File: config.mk
export PLATFORM = sky130hd
export DESIGN_NAME = uat_core
export DESIGN_NICKNAME = d
export VERILOG_FILES = /design/src/design/uat_pkg.sv /design/src/design/uat_core.sv
export SDC_FILE = /design/constraint.sdc
export NUM_CORES = 1
export LEC_CHECK = 0
export ABC_CLOCK_PERIOD_IN_PS = 5500
export BUFFER_PORTS_ARGS = -buffer_cell sky130_fd_sc_hd__buf_2
export CAP_MARGIN = 20
export CORE_UTILIZATION = 40
export CTS_BUF_LIST = sky130_fd_sc_hd__clkbuf_4
export DETAILED_ROUTE_END_ITERATION = 12
export MAX_ROUTING_LAYER = met4
export PLACE_DENSITY = 0.65
export SLEW_MARGIN = 20
export SYNTH_ARGS = -nofsm -noshare
export SYNTH_HDL_FRONTEND = slang
export SYNTH_SLANG_ARGS = --single-unit
File: constraint.sdc
create_clock -name sys_clk_i -period 5.5 [get_ports sys_clk_i]
set_clock_uncertainty 0.2 [all_clocks]
set_input_delay 0.825 -clock sys_clk_i [delete_from_list [all_inputs] [get_ports sys_clk_i]]
set_output_delay 0.825 -clock sys_clk_i [all_outputs]
set_load 0.1 [all_outputs]
File: src/design/uat_pkg.sv
// package: register map, field positions and timing of the serial unit
package uat_pkg;
   // ------------------------------------------------------------
   // register addresses
   // ------------------------------------------------------------
   localparam logic [15:0] MODE_ADDR    = 16'hFF50;
   localparam logic [15:0] TXB_ADDR     = 16'hFF51;
   localparam logic [15:0] RXB_ADDR     = 16'hFF52;
   localparam logic [15:0] ERR_ADDR     = 16'hFF53;
   localparam logic [15:0] TXST_ADDR    = 16'hFF55;
   localparam logic [15:0] AUX_ADDR     = 16'hFF57;
   // ------------------------------------------------------------
   // serial_mode_control fields
   // ------------------------------------------------------------
   localparam int POWER_BIT    = 7;
   localparam int TXE_BIT      = 6;
   localparam int RXE_BIT      = 5;
   localparam int PAR_HI_BIT   = 4;
   localparam int PAR_LO_BIT   = 3;
   localparam int CLEN_BIT     = 2;
   localparam int STOP_BIT     = 1;
   localparam int ROUTE_BIT    = 0;
   // receive_error_status, transmit_status, aux control fields
   localparam int PE_BIT       = 2;
   localparam int FE_BIT       = 1;
   localparam int OVE_BIT      = 0;
   localparam int TXBF_BIT     = 1;
   localparam int TXSF_BIT     = 0;
   localparam int MSB_FIRST_BIT = 0;
   // ------------------------------------------------------------
   // reset values
   // ------------------------------------------------------------
   localparam logic [7:0] MODE_RST  = 8'h01;
   localparam logic [7:0] BUF_RST   = 8'hFF;
   localparam logic [2:0] ERR_RST   = 3'h0;
   localparam logic [7:0] AUX_RST   = 8'h00;
   // parity modes
   localparam logic [1:0] PAR_NONE  = 2'h0;
   localparam logic [1:0] PAR_ZERO  = 2'h1;
   localparam logic [1:0] PAR_ODD   = 2'h2;
   localparam logic [1:0] PAR_EVEN  = 2'h3;
   // ------------------------------------------------------------
   // timing: base clock periods per bit, counter enable delay
   // ------------------------------------------------------------
   localparam logic [4:0] BIT_TICKS  = 5'h10;
   localparam logic [4:0] HALF_TICKS = 5'h08;
   localparam logic [1:0] PWR_WAIT   = 2'h2;

   typedef enum logic [2:0] {
      SER_IDLE, SER_START, SER_DATA, SER_PAR, SER_STOP
   } uat_ser_state_type;
endpackage : uat_pkg

File: src/design/uat_core.sv
// serial transmitter and receiver with its registers
`timescale 1ns/1ps

module uat_core
   import uat_pkg::*;
(
   input  wire logic        sys_clk_i,
   input  wire logic        reset_n_i,
   input  wire logic [15:0] addr_i,
   input  wire logic        wr_i,
   input  wire logic        rd_i,
   input  wire logic [7:0]  wdata_i,
   output logic      [7:0]  rdata_o,
   input  wire logic        serial_in_pin_i,
   output logic             serial_out_pin_o,
   output logic             rx_complete_irq_o,
   output logic             rx_error_irq_o,
   output logic             tx_complete_irq_o
);
   // ------------------------------------------------------------
   // helpers
   // ------------------------------------------------------------
   function automatic logic par_of(input logic [7:0] d, input logic len8,
                                   input logic [1:0] sel);
      logic x;
      x = ^(len8 ? d : {1'b0, d[6:0]});
      unique case (sel)
         PAR_ODD:  par_of = ~x;
         PAR_EVEN: par_of = x;
         default:  par_of = 1'b0;
      endcase
   endfunction : par_of

   logic [7:0]        mode_r;
   logic [7:0]        txb_r;
   logic [7:0]        rxb_r;
   logic [2:0]        err_r;
   logic [7:0]        aux_r;
   logic              txbf_r;
   logic              txsf_r;
   logic              pending_r;
   logic              base_r;
   logic [1:0]        pwr_age_r;
   logic [2:0]        sync_r;
   logic              line_r;
   uat_ser_state_type tx_st_r;
   uat_ser_state_type rx_st_r;
   logic [7:0]        txs_r;
   logic              tx_par_r;
   logic [4:0]        tx_tick_r;
   logic [2:0]        tx_cnt_r;
   logic [7:0]        rxs_r;
   logic [4:0]        rx_tick_r;
   logic [2:0]        rx_cnt_r;
   logic              rx_pe_r;

   logic pwr, txe, rxe, len8, msbf, fall, tick_ok;
   logic tx_end, tx_load, rx_bit, rx_done, stop_ok;
   logic wr_txb, rd_rxb, rd_err;
   logic [1:0] par_sel;
   logic [2:0] last_bit;
   logic [7:0] rx_word;

   assign pwr      = mode_r[POWER_BIT];
   assign txe      = mode_r[TXE_BIT];
   assign rxe      = mode_r[RXE_BIT];
   assign len8     = mode_r[CLEN_BIT];
   assign par_sel  = mode_r[PAR_HI_BIT:PAR_LO_BIT];
   assign msbf     = aux_r[MSB_FIRST_BIT];
   assign last_bit = len8 ? 3'h7 : 3'h6;
   assign wr_txb   = wr_i && addr_i == TXB_ADDR;
   assign rd_rxb   = rd_i && addr_i == RXB_ADDR;
   assign rd_err   = rd_i && addr_i == ERR_ADDR;

   // ------------------------------------------------------------
   // base clock and power-up counter enable
   // ------------------------------------------------------------
   // the base clock is held low while power is off; all serial work
   // happens on its falling edge
   always_ff @(posedge sys_clk_i or negedge reset_n_i) begin
      if (!reset_n_i) begin
         base_r <= 1'b0;
      end else begin
         base_r <= pwr ? ~base_r : 1'b0;
      end
   end

   assign fall = base_r;

   always_ff @(posedge sys_clk_i or negedge reset_n_i) begin
      if (!reset_n_i) begin
         pwr_age_r <= 2'h0;
      end else if (!pwr) begin
         pwr_age_r <= 2'h0;
      end else if (fall && pwr_age_r != PWR_WAIT) begin
         pwr_age_r <= pwr_age_r + 2'h1;
      end
   end

   assign tick_ok = fall && pwr_age_r == PWR_WAIT;

   // ------------------------------------------------------------
   // receive input synchroniser
   // ------------------------------------------------------------
   always_ff @(posedge sys_clk_i or negedge reset_n_i) begin
      if (!reset_n_i) begin
         sync_r <= 3'h7;
         line_r <= 1'b1;
      end else begin
         sync_r <= {sync_r[1:0], serial_in_pin_i};
         if (!pwr) begin
            line_r <= 1'b1;
         end else if (sync_r[1] == sync_r[2]) begin
            line_r <= sync_r[2];
         end
      end
   end

   // ------------------------------------------------------------
   // register writes
   // ------------------------------------------------------------
   always_ff @(posedge sys_clk_i or negedge reset_n_i) begin
      if (!reset_n_i) begin
         mode_r <= MODE_RST;
         aux_r  <= AUX_RST;
         txb_r  <= BUF_RST;
      end else if (wr_i) begin
         if (addr_i == MODE_ADDR) begin
            mode_r <= wdata_i;
         end
         if (addr_i == AUX_ADDR) begin
            aux_r <= wdata_i;
         end
         if (wr_txb) begin
            txb_r <= wdata_i;
         end
      end
   end

   // ------------------------------------------------------------
   // read port and transmit status
   // ------------------------------------------------------------
   always_ff @(posedge sys_clk_i or negedge reset_n_i) begin
      if (!reset_n_i) begin
         rdata_o <= 8'h00;
      end else if (rd_i) begin
         unique case (addr_i)
            MODE_ADDR: rdata_o <= mode_r;
            TXB_ADDR:  rdata_o <= txb_r;
            RXB_ADDR:  rdata_o <= rxb_r;
            ERR_ADDR:  rdata_o <= {5'h00, err_r};
            TXST_ADDR: rdata_o <= {6'h00, txbf_r, txsf_r};
            AUX_ADDR:  rdata_o <= aux_r;
            default:   rdata_o <= 8'h00;
         endcase
      end
   end

   // a write while full is the software's fault; the flag just stays set
   always_ff @(posedge sys_clk_i or negedge reset_n_i) begin
      if (!reset_n_i) begin
         txbf_r <= 1'b0;
      end else if (!pwr || !txe) begin
         txbf_r <= 1'b0;
      end else if (wr_txb) begin
         txbf_r <= 1'b1;
      end else if (tx_load) begin
         txbf_r <= 1'b0;
      end
   end

   // ------------------------------------------------------------
   // transmitter
   // ------------------------------------------------------------
   assign tx_end  = tx_st_r == SER_STOP && tx_tick_r == BIT_TICKS - 5'h1
                    && tx_cnt_r == {2'h0, mode_r[STOP_BIT]};
   assign tx_load = tick_ok && pwr && txe && txbf_r
                    && (tx_st_r == SER_IDLE || tx_end);

   always_ff @(posedge sys_clk_i or negedge reset_n_i) begin
      if (!reset_n_i) begin
         tx_st_r           <= SER_IDLE;
         serial_out_pin_o  <= 1'b1;
         txsf_r            <= 1'b0;
         txs_r             <= BUF_RST;
         tx_par_r          <= 1'b0;
         tx_tick_r         <= 5'h00;
         tx_cnt_r          <= 3'h0;
         tx_complete_irq_o <= 1'b0;
      end else if (!pwr || !txe) begin
         tx_st_r           <= SER_IDLE;
         serial_out_pin_o  <= 1'b1;
         txsf_r            <= 1'b0;
         tx_tick_r         <= 5'h00;
         tx_cnt_r          <= 3'h0;
         tx_complete_irq_o <= 1'b0;
      end else begin
         tx_complete_irq_o <= tick_ok && tx_end;
         if (tx_load) begin
            // 7-bit msb-first is pre-shifted so data bit 6 is sent first
            txs_r    <= (msbf && !len8) ? {txb_r[6:0], 1'b0} : txb_r;
            tx_par_r <= par_of(txb_r, len8, par_sel);
            tx_st_r  <= SER_START;
            txsf_r   <= 1'b1;
            serial_out_pin_o <= 1'b0;
            tx_tick_r <= 5'h00;
         end else if (tick_ok && tx_st_r != SER_IDLE) begin
            tx_tick_r <= tx_tick_r + 5'h01;
            if (tx_tick_r == BIT_TICKS - 5'h1) begin
               tx_tick_r <= 5'h00;
               unique case (tx_st_r)
                  SER_START: begin
                     tx_st_r  <= SER_DATA;
                     tx_cnt_r <= 3'h0;
                     serial_out_pin_o <= msbf ? txs_r[7] : txs_r[0];
                     txs_r <= msbf ? {txs_r[6:0], 1'b1} : {1'b1, txs_r[7:1]};
                  end
                  SER_DATA: begin
                     tx_cnt_r <= tx_cnt_r + 3'h1;
                     serial_out_pin_o <= msbf ? txs_r[7] : txs_r[0];
                     txs_r <= msbf ? {txs_r[6:0], 1'b1} : {1'b1, txs_r[7:1]};
                     if (tx_cnt_r == last_bit) begin
                        tx_cnt_r <= 3'h0;
                        if (par_sel != PAR_NONE) begin
                           tx_st_r <= SER_PAR;
                           serial_out_pin_o <= tx_par_r;
                        end else begin
                           tx_st_r <= SER_STOP;
                           serial_out_pin_o <= 1'b1;
                        end
                     end
                  end
                  SER_PAR: begin
                     tx_st_r <= SER_STOP;
                     serial_out_pin_o <= 1'b1;
                  end
                  SER_STOP: begin
                     if (tx_end) begin
                        tx_st_r <= SER_IDLE;
                        txsf_r  <= 1'b0;
                     end else begin
                        tx_cnt_r <= tx_cnt_r + 3'h1;
                     end
                  end
                  SER_IDLE: tx_st_r <= SER_IDLE;
               endcase
            end
         end
      end
   end

   // ------------------------------------------------------------
   // receiver sequencing
   // ------------------------------------------------------------
   assign rx_bit  = tick_ok && rx_tick_r == BIT_TICKS - 5'h1;
   assign rx_done = rx_bit && rx_st_r == SER_STOP;
   assign stop_ok = line_r;                  // one stop bit only
   // 7-bit lsb-first lands in bits 7..1, msb-first in 6..0
   assign rx_word = len8 ? rxs_r
                    : (msbf ? {rxs_r[6:0], 1'b0}
                            : {1'b0, rxs_r[7:1]});

   always_ff @(posedge sys_clk_i or negedge reset_n_i) begin
      if (!reset_n_i) begin
         rx_st_r   <= SER_IDLE;
         rxs_r     <= BUF_RST;
         rx_tick_r <= 5'h00;
         rx_cnt_r  <= 3'h0;
         rx_pe_r   <= 1'b0;
      end else if (!pwr || !rxe) begin
         rx_st_r   <= SER_IDLE;
         rx_tick_r <= 5'h00;
         rx_cnt_r  <= 3'h0;
         rx_pe_r   <= 1'b0;
      end else if (tick_ok) begin
         rx_tick_r <= rx_tick_r + 5'h01;
         unique case (rx_st_r)
            SER_IDLE: begin
               rx_tick_r <= 5'h00;
               rx_pe_r   <= 1'b0;
               if (!line_r) begin
                  rx_st_r <= SER_START;
               end
            end
            SER_START: begin
               if (rx_tick_r == HALF_TICKS - 5'h1) begin
                  rx_tick_r <= 5'h00;
                  rx_cnt_r  <= 3'h0;
                  rx_st_r   <= line_r ? SER_IDLE : SER_DATA;
               end
            end
            SER_DATA: begin
               if (rx_bit) begin
                  rx_tick_r <= 5'h00;
                  rx_cnt_r  <= rx_cnt_r + 3'h1;
                  rxs_r <= msbf ? {rxs_r[6:0], line_r}
                                : {line_r, rxs_r[7:1]};
                  if (rx_cnt_r == last_bit) begin
                     rx_st_r <= (par_sel != PAR_NONE) ? SER_PAR
                                                      : SER_STOP;
                  end
               end
            end
            SER_PAR: begin
               if (rx_bit) begin
                  rx_tick_r <= 5'h00;
                  rx_st_r   <= SER_STOP;
                  // zero-parity mode is never judged
                  // undo the msb-first 7-bit shift so data bit 6 counts
                  rx_pe_r <= par_sel != PAR_ZERO
                             && line_r != par_of((msbf && !len8)
                                ? {1'b0, rx_word[7:1]} : rx_word,
                                len8, par_sel);
               end
            end
            SER_STOP: begin
               if (rx_bit) begin
                  rx_tick_r <= 5'h00;
                  rx_st_r   <= SER_IDLE;
               end
            end
         endcase
      end
   end

   // ------------------------------------------------------------
   // receive buffer, error flags and receive interrupts
   // ------------------------------------------------------------
   always_ff @(posedge sys_clk_i or negedge reset_n_i) begin
      if (!reset_n_i) begin
         rxb_r     <= BUF_RST;
         pending_r <= 1'b0;
      end else if (!pwr) begin
         rxb_r     <= BUF_RST;
         pending_r <= 1'b0;
      end else if (rx_done && pwr && rxe && !pending_r) begin
         rxb_r     <= rx_word;
         pending_r <= 1'b1;
      end else if (rd_rxb || !rxe) begin
         pending_r <= 1'b0;
      end
   end

   // a flag raised in the cycle of a status read survives the read
   always_ff @(posedge sys_clk_i or negedge reset_n_i) begin
      if (!reset_n_i) begin
         err_r <= ERR_RST;
      end else if (!pwr || !rxe) begin
         err_r <= ERR_RST;
      end else begin
         err_r <= (rd_err ? 3'h0 : err_r)
                  | (rx_done ? {rx_pe_r, !stop_ok,
                                pending_r} : 3'h0);
      end
   end

   always_ff @(posedge sys_clk_i or negedge reset_n_i) begin
      if (!reset_n_i) begin
         rx_complete_irq_o <= 1'b0;
         rx_error_irq_o    <= 1'b0;
      end else begin
         rx_complete_irq_o <= rx_done && rxe && (mode_r[ROUTE_BIT] ||
                              !(rx_pe_r || !stop_ok || pending_r));
         rx_error_irq_o    <= rx_done && rxe && !mode_r[ROUTE_BIT] &&
                              (rx_pe_r || !stop_ok || pending_r);
      end
   end
endmodule : uat_core

# Word level (Yosys, flattened, before mapping)
# Index checks and enable logic that the tools add are counted.
[op_classes]
add_sub_neg = 5
eq_ne = 41
n_mux = 94
bitwise_logic = 6
reduce_logical = 75
[op_table]
columns = ["op", "count"]
rows = [
  ["2-to-1 mux 8 bit", 14],
  ["equality test 16 bit, second input constant", 6],
  ["2-to-1 mux 3 bit", 28],
  ["one-hot mux 8 bit (6 select lines)", 1],
  ["2-to-1 mux 5 bit", 8],
  ["2-to-1 mux 1 bit", 31],
  ["one-hot mux 3 bit (5 select lines)", 2],
  ["logical AND 1 bit", 24],
  ["nonzero test 3 bit", 8],
  ["AND reduction 4 bit", 5],
  ["!= test 3 bit, second input constant", 6],
  ["XOR reduction 8 bit", 2],
  ["one-hot mux 5 bit (3 select lines)", 1],
  ["nonzero test 2 bit", 7],
  ["equality test 3 x 2 -> 1 bit, second input constant", 4],
  ["adder 5 x 1 -> 5 bit, second input constant", 2],
  ["equality test 5 x 4 -> 1 bit, second input constant", 2],
  ["!= test 2 x 1 -> 1 bit, second input constant", 5],
  ["one-hot mux 3 bit (3 select lines)", 1],
  ["logical NOT 1 bit", 8],
  ["!= test 4 bit, second input constant", 2],
  ["AND reduction 2 bit", 4],
  ["logical OR 1 bit", 7],
  ["AND reduction 7 bit", 1],
  ["other kinds (26)", 42],
]
[word_totals]
reg_bits = 97
in_bits = 29
output_inout_bits = 12

# Longest topological paths before layout
# Gate-level depths: netlist of the first run.
[logic_depth]
ltp_word = 17
mapped_depth = 9
ltp_nobuf = 9

# Worst setup path after synthesis of the first run
# OpenSTA, ideal clock, no wires.
[synth_path]
kind = "input -> register"
startpoint = "input port addr_i[7]"
endpoint = "register mode_r[1]"
setup_time_ns = 0.125
arrival_ns = 2.019
slack_ns = 3.156
stages = 4
cell_sequence = "nand2b_1 -> nor4_4 -> nand4b_2 -> mux2_2"
[synth_via]
elab_chain_cells = 2
[synth_lines]
columns = ["item", "line", "source"]
rows = [
  ["start: declaration", "uat_core.sv:9", "input wire logic [15:0] addr_i,"],
  ["equality test 16 bit", "uat_core.sv:128", "if (addr_i == MODE_ADDR) begin"],
  ["AND reduction 2 bit (no line)", "n/a", ""],
  ["end signal: assignment", "uat_core.sv:129", "mode_r <= wdata_i;"],
  ["end: declaration", "uat_core.sv:34", "logic [7:0] mode_r;"],
]
# Every way passes these cells.
# A chain may end at the register's enable or synchronous reset.

# Worst setup path in the final report of the first run
[layout_path]
startpoint = "register mode_r[7]"
endpoint = "register rxs_r[6]"
[layout_via]
elab_chain_cells = 4
[layout_lines]
columns = ["item", "line", "source"]
rows = [
  ["logical NOT 1 bit", "uat_core.sv:270", "end else if (!pwr || !rxe) begin"],
  ["logical OR 1 bit", "uat_core.sv:270", ""],
  ["inverter 1 bit (no line)", "n/a", ""],
  ["AND reduction 4 bit (no line)", "n/a", ""],
  ["end signal: assignment", "uat_core.sv:296", "rxs_r <= msbf ? {rxs_r[6:0], line_r}"],
  ["end: declaration", "uat_core.sv:52", "logic [7:0] rxs_r;"],
]
# Every way passes these cells.

==> out/results.tsv, run 1 <==
metric	value	unit
Clk Latency, worst-skew pair	490	ps
Final min period	2670	ps
largest net degree at the start of global routing	64	
Non-Filler Instances	737	
Site Rows	42	
yosys warns	0	
kind of critical path	reg2reg	
Post-DRT Antenna Nets	0	
DR WL/cell	16.5	microns
Post-synth EDFFs	0	
Slew Viols, Final	0	
maximum VDD drop	0.104	mV
Antenna Cells	0	
Leak	0.00249	uW
Max-Cap Viols	0	
gpl congestion	0.817	
die height	119	microns
Total Die Area	14100	sq um
Post-Syn Area per Cell	10.4	sq um
IO Pins	41	
CTS Buf Count	9	
post-route clock period utilization	48.5	%
placed cells	721	
CP peak stage delay	710	ps
CTS tree	yes	
Congestion Overflow GR	0	
vias in the first global route	3998	
slowest CP cell	dfrtp_1	
Buf+Inv Stages, Crit Path	0	
mux contribution to synthesized area	13.8	%
share of cells above drive strength 1	26.7	%
H-tree Lvls	3	
DRT Wirelength	12200	microns
HPWL after DPL	8670	microns
Total GRT Usage	18.8	%
# setup viols final	0	
largest family of logic cells by synthesized area	simple AND/OR/NAND/NOR gates	
Final Hold Fails	0	
Max Root-Sink Buffers	2	
Synth Area in Compound Gates	15.2	%
CP top delay family	simple AND/OR/NAND/NOR gates	
Crit. End Element	flip-flop	
via/cell ratio	5.59	
total number of vias	4122	
Required @ worst endpoint	5720	ps
Core Area	13300	sq um
most frequent cell after synthesis	dfrtp_1	
Slew headroom	45.8	%
Pwr Total	1150	uW
clock root buffer	clkbuf_4	
fmax	375	MHz
post-synthesis adder-cell area fraction	1.37	%
initial antenna violation count	0	
critical path data arrival time	2890	ps
setup TNS	0	ps
register bit total from synthesis	97	
Startpoint Class	flip-flop	
ranking of synthesized cells by instance count	dfrtp_1 (59), nand2_1 (44), dfstp_2 (38), nor2_1 (38)	
I/O Buffers	40	
leading area contributor after synthesis	dfrtp_1	
die span in x	119	microns
fraction of the mapped netlist area in simple logic gates	16.6	%
Hold Buf Count CTS	0	
register area	2470	sq um
sequential area share after synthesis	45.2	%
share of the synthesized area in the top cell type	27.0	%
number of DRC markers in iteration 0	237	
Async SR Flop Fraction	100	%
XOR/XNOR share of the synthesized area	3.93	%
Layout Nets	591	
synthesized net count	561	
Hold Crit Class	reg2reg	
Sink Count	97	
Post-Synthesis Cells	526	
Post-CTS Setup Inserts	0	
Post-Syn Area	5470	sq um
post-synth cell types	70	
area occupied by multi-input gates	2780	sq um
largest fanout on the critical path	18	
fillers	1220	
DRC violations left	0	
global-route wire length before repair	20100	microns
post_cts resized	0	
Initial Utilization	41.1	%
Synth Flop Type	dfrtp_1	
Worst-path clk slew	170	ps
Pwr Density	196	nW/um^2
outcome	complete, no violations	
Syn-to-layout area delta	7.71	%
worst path cell trace	nand2_1, nor3_1, nand3_1, mux2_4	
Worst Max-Slew Pin Slew	813	ps
RSZ-0062 raised after global routing	false	
drt first pass iters	4	
top cells by area, synth	dfrtp_1 (27%), dfstp_2 (18%), mux2_2 (7.2%)	
layout make-up:
cell class	instances	share of cell area, %
multi-input combinational	392	47.2
sequential	97	42.0
tap	176	3.74
timing repair buffer	42	3.70
clock inverter	7	1.27
clock buffer	9	1.15
inverter	14	0.892
flip-flops by register name, summed over array words and instances, names as in the netlist, 5 cells and up:
signal     flops
mode_r         8
tx_tick_r      5
aux_r          8
txs_r          8
rdata_o        8
rx_tick_r      5
rxs_r          8
rxb_r          8
txb_r          8
per-stage QoR:
step | utilization [%] | hold WS (ps) | area [sq um] | setup slack [ps]
5_1_grt | 44.3 | 171 | 5890 | 2590
3_3_place_gp | 43.2 | 146 | 5750 | 2870
6_report | 44.3 | 168 | 5890 | 2830
4_1_cts | 44.3 | 171 | 5890 | 2840
3_5_place_dp | 43.2 | 150 | 5750 | 2820
2_1_floorplan | - | 145 | 5470 | 3160
routing by layer:
metal | GRT usage [%] | share of wire (%) | wire length [microns]
met5 | - | 0 | 0
met4 | 9.89 | 2.6 | 316
met3 | 2.87 | 3.7 | 448
met2 | 27.9 | 46 | 5570
met1 | 24.7 | 48 | 5820
layout by cell type (no fill, tap or decap), types with 4 or more instances in the layout:
cell and count:
nor2_1 38, o21ai_0 35, a21oi_1 32, xnor2_1 17, inv_1 13, mux2i_1 30, o22ai_1 10, nor3b_1 6
nand2_1 44, and3_1 4, clkbuf_4 9, nand2b_1 13, mux2_2 35, dfstp_2 38, nor3_1 11, a2bb2oi_1 7
ha_1 6, a22oi_1 8, and2_1 6, nor4_1 4, dfrtp_1 59, nand4_1 5, buf_2 39, nand3_1 13
o211ai_1 4, nor2b_1 5, a22o_1 6
power by group:
part	internal [uW]	switching (uW)	total (uW)
sequential	717	0.545	718
clock	106	284	390
combinational	14.4	32.2	46.6
total	838	317	1150
cell families after synthesis:
family                     Yosys count
AOI/OAI and AO/OA                  128
xor gates and xnor gates            22
adders and majority gates            6
buffers and inverters               37
DFF                                 97
muxes                               68
and+or+nand+nor                    168
path summary, 6_finish.rpt:
path                           start           to  slack [ps]  depth (start not counted)
max                        mode_r[7]     rxs_r[6]        2830                          4
min                        sync_r[0]    sync_r[1]         170                          0
max reg2reg                mode_r[7]     rxs_r[6]        2830                          4
min reg2reg                sync_r[0]    sync_r[1]         170                          0
max in group asynchronous  reset_n_i     rxs_r[5]        3890                          2
min in group asynchronous  reset_n_i  tx_cnt_r[0]         190                          1
No activity file was read; power rests on OpenSTA's default activity.
==> run 2, diff against run 1 <==
ABC_CLOCK_PERIOD_IN_PS = 2200   (was 5500)
PLACE_DENSITY = 0.67   (was 0.65)
clock period = 2.2 ns   (was 5.5 ns; I/O delays follow)
==> run 2 against run 1 <==
Compared with the run above:
- routed wire length rose by 4.6%
- sequential cell count did not move
- hold slack got worse by 80 ps
- setup slack got worse by 2700 ps
- via count rose by 4.5%
- cell area rose by 7.7%
- count of clock-buffer cells in the layout rose by 2
- first-iteration DRC count rose by 34%
- critical path depth rose by 3
- sequential share of layout area fell by 3.0 points
- utilization rose by 3.4 points
- die area did not move
- critical endpoint is now txs_r[2]
- largest cell class unchanged
==> out/results.tsv, run 2 (synthesis gave the netlist of run 1 again) <==
metric	value	unit	change
met2 Resource Use GR	31.6	%	was 27.9%
HPWL after DPL	9160	microns	was 8670 microns
Syn-to-layout area delta	16.0	%	was 7.71%
Post-DRT Antenna Nets	0		unchanged
fmax	475	MHz	was 375 MHz
Startpoint Class	flip-flop		unchanged
CTS Buf Count	9		unchanged
Hold Crit Class	in2async		was reg2reg
global-route wire length before repair	21500	microns	was 20100 microns
met3 GRT Util	4.74	%	was 2.87%
Layout Nets	636		was 591
Max-Cap Viols	0		unchanged
Worst-path clk slew	150	ps	was 170 ps
Sink Count	97		unchanged
largest fanout on the critical path	8		was 18
GRT Max-Usage Layer	met2		unchanged
Pwr Density	467	nW/um^2	was 196 nW/um^2
Site Rows	42		unchanged
placed cells	753		was 721
Leak	0.00272	uW	was 0.00249 uW
DRC violations left	0		unchanged
gpl congestion	0.844		was 0.817
Required @ worst endpoint	2430	ps	was 5720 ps
Final min period	2100	ps	was 2670 ps
# setup viols final	0		unchanged
IO Pins	41		unchanged
via/cell ratio	5.50		was 5.59
largest net degree at the start of global routing	43		was 64
Final Hold Fails	0		unchanged
fillers	1210		was 1220
Crit. End Element	flip-flop		unchanged
Max Root-Sink Buffers	2		unchanged
Worst Max-Slew Pin Slew	588	ps	was 813 ps
final worst slack	95.2	ps	was 2830 ps
die span in x	119	microns	unchanged
Clk Latency, worst-skew pair	500	ps	was 490 ps
critical path data arrival time	2330	ps	was 2890 ps
number of DRC markers in iteration 0	317		was 237
Initial Utilization	41.1	%	unchanged
commonest non-fill, non-tap cell in the layout	dfrtp_1		unchanged
DR WL/cell	16.2	microns	was 16.5 microns
I/O Buffers	40		unchanged
total number of vias	4307		was 4122
Slew headroom	60.6	%	was 45.8%
share of cells above drive strength 1	32.7	%	was 26.7%
DP Worst Slack	-19.1	ps	was 2820 ps
RSZ-0062 raised after global routing	true		was false
Total Die Area	14100	sq um	unchanged
kind of critical path	reg2reg		unchanged
clock root buffer	clkbuf_4		unchanged
outcome	complete, no violations		unchanged
Non-Filler Instances	783		was 737
vias in the first global route	4381		was 3998
DRT Wirelength	12700	microns	was 12200 microns
post-route clock period utilization	95.7	%	was 48.5%
commonest cells after routing, fill and taps aside	dfrtp_1 (58), nand2_1 (44), buf_2 (39)		was dfrtp_1 (59), nand2_1 (44), buf_2 (39)
register area	2480	sq um	was 2470 sq um
area occupied by multi-input gates	2850	sq um	was 2780 sq um
Total GRT Usage	19.8	%	was 18.8%
Slew Viols, Final	0		unchanged
H-tree Lvls	3		unchanged
CTS tree	yes		unchanged
Core Area	13300	sq um	unchanged
initial antenna violation count	1		was 0
Congestion Overflow GR	0		unchanged
die height	119	microns	unchanged
grt met1 use	25.2	%	was 24.7%
maximum VDD drop	0.418	mV	was 0.104 mV
drt first pass iters	5		was 4
run 2: metrics by stage:
stage               setup TNS [ps]  power [uW]  util, %  instance area (sq um)  hold slack, ps
finish                           0        2970     47.7                   6340            88.5
global placement                 0        1950     45.1                   6000            74.0
CTS                              0        3000     47.1                   6260            76.0
global route                 -84.4        3080     47.7                   6340            73.4
detailed placement           -19.1        1950     45.1                   6000            85.2
floorplan                        0        1860        -                   5470            -166
run 2: layout make-up:
| class | count | share of cell area [%] |
|---|---|---|
| inverters | 14 | 0.828 |
| clock buffers | 11 | 1.30 |
| diodes | 1 | 0.0394 |
| flip-flops and latches | 97 | 39.0 |
| multi-input cells | 392 | 44.9 |
| clock inverters | 5 | 1.01 |
| well taps | 176 | 3.47 |
| repair buffers | 87 | 9.39 |
run 2: final timing paths:
check	slack (ps)	cells after the start	start	to
hold / removal	90	2	reset_n_i	tx_st_r[0]
setup / recovery	100	7	tx_tick_r[0]	txs_r[2]
max in group asynchronous	1100	3	reset_n_i	rxs_r[2]
min in group sys_clk_i	140	3	wr_i	txbf_r
hold reg to reg	170	0	sync_r[0]	sync_r[1]
setup reg to reg	100	7	tx_tick_r[0]	txs_r[2]
run 2: critical path, stage by stage (launching register included):
cell and delay (ps):
dfrtp_2 430, ha_1 230, nand4b_2 200, o41ai_4 300, nand4_1 170, and2_2 280, a2bb2oi_1 160, o21ai_0 100
run 2: power by group:
part / leakage, uW / total, uW / internal, uW / switching [uW]
Combinational: 0.00143 / 139 / 55.9 / 83.2
Clock: 0.0000781 / 1030 / 382 / 650
Sequential: 0.00122 / 1790 / 1790 / 1.33
run 2: what timing repair did:
item,in CTS,in global routing
hold endpoints to repair,93,0
setup endpoints to repair,3,34
pin swaps,0,3
hold buffers,11,0
setup buffers,0,2
gates resized for setup,2,15
run 2: routing by layer:
layer	share of wire (%)	wire length [microns]
met1	46	5810
met2	48	6160
met3	4.7	600
met4	1.1	146
met5	0	0
